[config.mk]
export PLATFORM = sky130hd
export DESIGN_NAME = led_driver_config_regs
export DESIGN_NICKNAME = d
export VERILOG_FILES = /design/src/pkg/led_cfg_pkg.sv /design/src/rtl/led_driver_config_regs.sv
export SDC_FILE = /design/constraint.sdc
export NUM_CORES = 2
export LEC_CHECK = 0
export ABC_AREA = 1
export CAP_MARGIN = 10
export CORE_AREA = 8 8 631 633
export DETAILED_ROUTE_END_ITERATION = 16
export DIE_AREA = 0 0 639 641
export DONT_BUFFER_PORTS = 1
export SLEW_MARGIN = 10
export SYNTH_ARGS = -nofsm -noshare
export SYNTH_HDL_FRONTEND = slang
export SYNTH_SLANG_ARGS = --single-unit
export TNS_END_PERCENT = 30
[constraint.sdc]
create_clock -name clk_sys -period 2.45 [get_ports clk_sys]
set_clock_uncertainty 0.1 [all_clocks]
set_input_delay 0.49 -clock clk_sys [delete_from_list [all_inputs] [get_ports clk_sys]]
set_output_delay 0.49 -clock clk_sys [all_outputs]
set_load 0.02 [all_outputs]
[src/pkg/led_cfg_pkg.sv]
// Constants, field layouts and helpers for the LED driver register bank.
// Assumes a single 400-bit word is written or read per access.
package led_cfg_pkg;

  localparam int unsigned WordBits = 400;
  localparam int unsigned LevelBits = 12;
  localparam int unsigned CorrBits = 7;
  localparam int unsigned ChanPerColor = 11;
  localparam int unsigned CmdBits = 12;

  localparam logic [1:0] OffBrightness = 2'h0;
  localparam logic [1:0] OffConfig = 2'h1;
  localparam logic [WordBits-1:0] WordReset = '0;

  localparam logic [CmdBits-1:0] CmdLookahead = 12'hA5D;
  localparam logic [CmdBits-1:0] CmdZap = 12'hA5E;
  localparam logic [CmdBits-1:0] CmdSleep = 12'hA58;
  localparam logic [CmdBits-1:0] CmdWakeup = 12'hA5A;
  localparam logic [CmdBits-1:0] CmdLevelRead = 12'h5AF;
  localparam logic [CmdBits-1:0] CmdStatusRead = 12'h5A3;
  localparam logic [CmdBits-1:0] CmdConfigRead = 12'h5AC;
  localparam logic [CmdBits-1:0] CmdShortCheck = 12'h53A;
  localparam logic [CmdBits-1:0] CmdSelfTest = 12'h535;
  localparam logic [CmdBits-1:0] CmdNegateToggle = 12'h55A;
  localparam logic [CmdBits-1:0] CmdErrorClear = 12'hA53;
  localparam logic [CmdBits-1:0] CmdGlobalReset = 12'hA5C;

  localparam logic [3:0] Counter12 = 4'hC;
  localparam logic [3:0] Counter10 = 4'hA;
  localparam logic [3:0] Counter8 = 4'h8;

  // Layout of current_config_word, most significant field first.
  typedef struct packed {
    logic [3:0] reservedTop;
    logic [CmdBits-1:0] command;
    logic [115:0] reservedMid;
    logic error_mask;
    logic slewTime;
    logic open_detect_threshold;
    logic short_detect_threshold;
    logic adjacent_short_test_current;
    logic adjacent_short_test_time;
    logic [1:0] counter_width_select;
    logic timingRestart;
    logic autoRestart;
    logic blue_correction_range;
    logic green_correction_range;
    logic red_correction_range;
    logic [7:0] blue_group_brightness;
    logic [7:0] green_group_brightness;
    logic [7:0] red_group_brightness;
    logic [3*ChanPerColor*CorrBits-1:0] correction;
  } config_t;

  // One register write request.
  typedef struct packed {
    logic en;
    logic [1:0] offset;
    logic [WordBits-1:0] data;
  } write_req_t;

  function automatic logic isCommand(input logic [CmdBits-1:0] code);
    case (code)
      CmdLookahead, CmdZap, CmdSleep, CmdWakeup, CmdLevelRead, CmdStatusRead,
      CmdConfigRead, CmdShortCheck, CmdSelfTest, CmdNegateToggle,
      CmdErrorClear, CmdGlobalReset: isCommand = 1'b1;
      default: isCommand = 1'b0;
    endcase
  endfunction

  function automatic logic [3:0] counterBits(input logic [1:0] sel);
    case (sel)
      2'h2: counterBits = Counter10;
      2'h3: counterBits = Counter8;
      default: counterBits = Counter12;
    endcase
  endfunction

  // Low bit of the level field for a channel index and colour (0 red, 1 green, 2 blue).
  function automatic int unsigned levelLsb(input int unsigned chan, input int unsigned color);
    levelLsb = (chan * 3 + color) * LevelBits;
  endfunction

endpackage

[src/rtl/led_driver_config_regs.sv]
// Register bank holding the per-channel brightness levels and the configuration word.
// Assumes one-word parallel write and read requests synchronous to clk_sys.
// Overview of operation
// - Offset 0h holds a 400-bit brightness word for 33 outputs with its top four bits reserved.
// - Each level field is 12 bits in descending channel order with blue 10 at bits 395 to 384.
// - Within a channel index red is lowest, green middle and blue highest.
// - Every level field is readable, writable and zero after reset.
// - Offset 1h holds a 400-bit readable and writable configuration word.
// - Single-bit settings run from bit 267 down to 255 in the fixed order.
// - Three 8-bit group brightness fields sit below the range bits, red ending at bit 231.
// - Thirty-three 7-bit correction fields run from bit 230 down, blue 10 at 230 to 224.
// - A recognised code in bits 395 to 384 runs a command instead of storing the word.
// - Counter width select gives 12 bits for 0h or 1h, 10 bits for 2h and 8 bits for 3h.
// - Bits 383 to 268 of the configuration word are reserved, writable and zero after reset.
`timescale 1ns/1ps
`default_nettype none

module led_driver_config_regs (
  input wire logic clk_sys,
  input wire logic resetn,
  input wire led_cfg_pkg::write_req_t wrReq,
  input wire logic rdEn,
  input wire logic [1:0] rdOffset,
  output logic [led_cfg_pkg::WordBits-1:0] rdData,
  output logic [led_cfg_pkg::WordBits-1:0] channel_brightness_levels,
  output led_cfg_pkg::config_t current_config_word,
  output logic [3:0] counterBitCount,
  output logic cmdPulse,
  output logic [led_cfg_pkg::CmdBits-1:0] cmdCode
);

  logic [led_cfg_pkg::WordBits-1:0] levels_q;
  led_cfg_pkg::config_t config_q;
  logic [led_cfg_pkg::WordBits-1:0] rdData_q;
  logic [3:0] counterBits_q;
  logic cmdPulse_q;
  logic [led_cfg_pkg::CmdBits-1:0] cmdCode_q;
  logic levelWrite;
  logic configAccess;
  logic commandSeen;
  localparam int unsigned levelLsbB10 = 384;

  assign levelWrite = wrReq.en && (wrReq.offset == led_cfg_pkg::OffBrightness);
  assign configAccess = wrReq.en && (wrReq.offset == led_cfg_pkg::OffConfig);
  assign commandSeen = led_cfg_pkg::isCommand(wrReq.data[395:384]);

  always_ff @(posedge clk_sys or negedge resetn) begin
    if (!resetn) begin
      levels_q <= led_cfg_pkg::WordReset;
    end else if (levelWrite) begin
      levels_q <= wrReq.data;
    end
  end

  always_ff @(posedge clk_sys or negedge resetn) begin
    if (!resetn) begin
      config_q <= led_cfg_pkg::config_t'(led_cfg_pkg::WordReset);
    end else if (configAccess && !commandSeen) begin
      config_q <= led_cfg_pkg::config_t'(wrReq.data);
    end
  end

  always_ff @(posedge clk_sys or negedge resetn) begin
    if (!resetn) begin
      cmdPulse_q <= 1'b0;
      cmdCode_q <= '0;
    end else begin
      cmdPulse_q <= configAccess && commandSeen;
      if (configAccess && commandSeen) begin
        cmdCode_q <= wrReq.data[395:384];
      end
    end
  end

  always_ff @(posedge clk_sys or negedge resetn) begin
    if (!resetn) begin
      counterBits_q <= led_cfg_pkg::Counter12;
    end else begin
      counterBits_q <= led_cfg_pkg::counterBits(config_q.counter_width_select);
    end
  end

  // Reads of any offset other than the two words return zero.
  // reserved bits read back
  always_ff @(posedge clk_sys or negedge resetn) begin
    if (!resetn) begin
      rdData_q <= '0;
    end else if (rdEn) begin
      if (rdOffset == led_cfg_pkg::OffBrightness) begin
        rdData_q <= levels_q;
      end else if (rdOffset == led_cfg_pkg::OffConfig) begin
        rdData_q <= config_q;
      end else begin
        rdData_q <= '0;
      end
    end
  end

  assign rdData = rdData_q;
  assign channel_brightness_levels = levels_q;
  assign current_config_word = config_q;
  assign counterBitCount = counterBits_q;
  assign cmdPulse = cmdPulse_q;
  assign cmdCode = cmdCode_q;
endmodule

`default_nettype wire

==> results.py <==
metrics = {
    "clocking": {
        "cts_root_buffer": "clkbuf_16",
        "numCtsBuffers": 154,
        "cts.sink_count": 1215,
        "clkTransAtPathRegs_ns": 0.06,
        "cts_tree": "built",
        "worstSkewPairLatency_ns": 0.91,
        "cts_buffer_depth": 4,
        "post_cts_buffers": 0,
        "cts_max_level": 4,
    },
    "yosys": {
        "synth_seq_cells": 1215,
        "seq_area_frac_synth_pct": 59.1,
        "syn_area_per_cell_um2": 8.92,
        "synth_cell_type_count": 29,
        "syn_area_um2": 51500,
        "yosys_warnings": 0,
        "syn-num-nets": 6177,
        "synthCells": 5769,
    },
    "layout": {
        "final_cell_mix": "1212 x nand2_1, 1208 x dfrtp_1, 786 x nor2_1, 495 x dlygate4sd3_1, 416 x nand3_1",
        "final_area_um2": 68700,
        "fill_cells": 43000,
        "nets": 6551,
        "drive_gt1_share_pct": 8.49,
        "finalNonFillerCells": 11500,
        "layout_commonest_cell": "nand2_1",
        "syn_to_final_growth_pct": 33.5,
        "finalCoreUtilization_pct": 17.7,
    },
    "detailed_routing": {
        "dr.pass1.iters": 6,
        "wl_per_cell_um": 35.5,
        "drtIter0Drc": 5826,
        "drcViolationCount": 0,
        "ant_nets": 0,
        "wirelength_mm": 410,
        "vias": 48500,
        "via_per_inst": 4.20,
    },
    "timing": {
        "tightest_slew_ns": 1.32,
        "drv_slew": 0,
        "hold_viol_final": 822,
        "whs_ns": -0.810,
        "worst_slack_ns": -0.0362,
        "rsz0062_at_grt": "false",
        "setup_viol": 2,
        "fmax_mhz": 402,
        "setup_tns_ns": -0.0510,
        "min_period_ns": 2.49,
        "relSlewSlack_pct": 12.2,
        "period_share_pct": 101,
    },
    "setup_path": {
        "required_ns": 3.15,
        "start_kind": "primary input",
        "path_buf_inv": 6,
        "critical_path.max_fanout": 83,
        "critPathCaptureType": "flop",
        "worstPathCellList": "dlygate4sd3_1 > buf_12 > nor2_4 > buf_12 > buf_12 > buf_4 > nand2_1 > a31oi_1 > dlygate4sd3_1",
        "path_common_cell": "buf_12",
        "path_class": "in -> reg",
        "cp_top_family": "buffers and inverters",
        "arrival_ns": 3.19,
        "slowest_delay_ns": 0.64,
        "slowest_stage": "dlygate4sd3_1",
    },
    "floorplanning": {
        "io_pins": 1625,
        "dieHeight_um": 641,
        "die_x_um": 639,
        "fp.coreArea_um2": 388000,
        "dieArea_um2": 410000,
        "initial_core_util_pct": 13.3,
        "num_rows": 229,
    },
    "global_routing": {
        "grt_overflow": 0,
        "grtUsageMet2_pct": 29.1,
        "use_met3_pct": 10.3,
        "first_global_vias": 43400,
        "grt_use_met1_pct": 21.4,
        "grt-busiest-layer": "met2",
        "track_usage_pct": 18.9,
        "antenna_found_initial": 324,
        "grt_pass1_wl_mm": 513,
        "grt_max_degree": 685,
    },
    "status": {
        "violations": "negative hold slack, negative setup slack",
        "outcome": "finished with violations",
    },
    "placed_design": {
        "place.gp.congestion": 0.913,
        "port_buffers": 0,
        "placed_area_um2": 57800,
        "dp_cells": 10700,
        "hpwl_mm": 335,
    },
    "power_and_ir_drop": {
        "leakage_nw": 30.4,
        "powerDensity_nw_per_um2": 942,
        "ir_drop_uv": 566,
    },
    "hold_path": {
        "min_path_type": "in -> async",
    },
    "flow_run": {
        "drv_cap": 0,
    },
}
-- cells in the mapped netlist --
cell type,instances,area share (%)
nor3_1,2,0.019
xnor2_1,1,0.017
nand4_1,401,4.9
nand3_1,416,4.0
o21a_1,4,0.058
buf_1,39,0.28
dfstp_2,1,0.051
o21ai_0,10,0.097
buf_4,3,0.044
a21oi_1,382,3.7
clkbuf_1,269,2.0
nand3_4,1,0.034
inv_1,387,2.8
or2_2,1,0.012
conb_1,2,0.015
nor2_2,1,0.012
buf_6,20,0.44
buf_8,4,0.12
buf_12,21,0.82
clkinv_2,1,0.0097
dfrtp_1,1214,59
buf_2,135,1.3
mux2_2,13,0.28
nand2_2,41,0.50
a21boi_0,1,0.015
nor2_1,787,5.7
nand2_1,1213,8.8
inv_2,4,0.029
a31oi_1,395,4.8
-- flip-flops by register name, summed over array words and instances (netlist names) --
signal and flops:
current_config_word 400, cmdCode 12, cmdPulse 1, channel_brightness_levels 400
rdData 400, counterBitCount 2
-- per-layer routing --
metal / vias to the layer above / part of all wire, %
li1: 20100 / -
met5: - / 0.33
met4: 204 / 6.3
met3: 1079 / 13
met2: 3324 / 43
met1: 23900 / 37
-- report_power, final --
part	total (mW)	internal [mW]	switching, mW	leakage [nW]
clock	24.7	14.5	10.3	2.61
sequential	33.0	22.8	10.2	14.3
combinational	6.94	2.64	4.30	13.5
-- path summary, 6_finish.rpt --
path | slack [ns] | cells past startpoint | end | start
min in group clk_sys | 0.07 | 3 | channel_brightness_levels[387] | wrReq[387]
setup reg to reg | 0.53 | 3 | rdData[97] | current_config_word[97]
max in group asynchronous | 0.48 | 3 | rdData[93] | resetn
hold / removal | -0.81 | 0 | current_config_word[306] | resetn
hold reg to reg | 0.41 | 2 | current_config_word[267] | current_config_word[267]
setup / recovery | -0.04 | 9 | rdData[108] | rdOffset[0]
-- final cells by class --
cell class	count	area, um^2	share of cell area (%)
Timing Repair Buffer	709	7660	11.1
Antenna cell	88	220	0.321
Clock buffer	204	4320	6.28
Clock inverter	73	1040	1.51
Tap cell	5197	6500	9.46
Inverter	392	1490	2.17
Multi-Input combinational cell	3671	17100	24.8
Sequential cell	1215	30400	44.3
-- metrics by stage --
stage | power (mW) | setup WS [ns]
4_1_cts | 65.5 | 0.00137
3_5_place_dp | 38.9 | -0.196
6_report | 64.7 | -0.0362
5_1_grt | 67.2 | 0.0191
2_1_floorplan | 32.5 | 0.658
3_3_place_gp | 38.7 | -0.206
-- what timing repair did --
action,4_1_cts,5_1_grt
pin swaps,0,0
hold buffers,500,5
endpoints found under the setup margin,5,5
resized for setup,5,10
gates cloned,0,1
hold endpoints to repair,1902,871
-- logic make-up (layout without fill, tap and decap cells) --
family                    after synthesis  count (layout)  synth area share (%)
AOI/OAI and AO/OA                     792             792                  8.69
other                                   2              90                0.0146
and+or+nand+nor                      2863            2863                  24.1
DFF                                  1215            1215                  59.1
xor gates and xnor gates                1               1                0.0170
muxes                                  13              13                 0.284
buffers and inverters                 883            1378                  7.84
(Power assumes the default switching activity.)
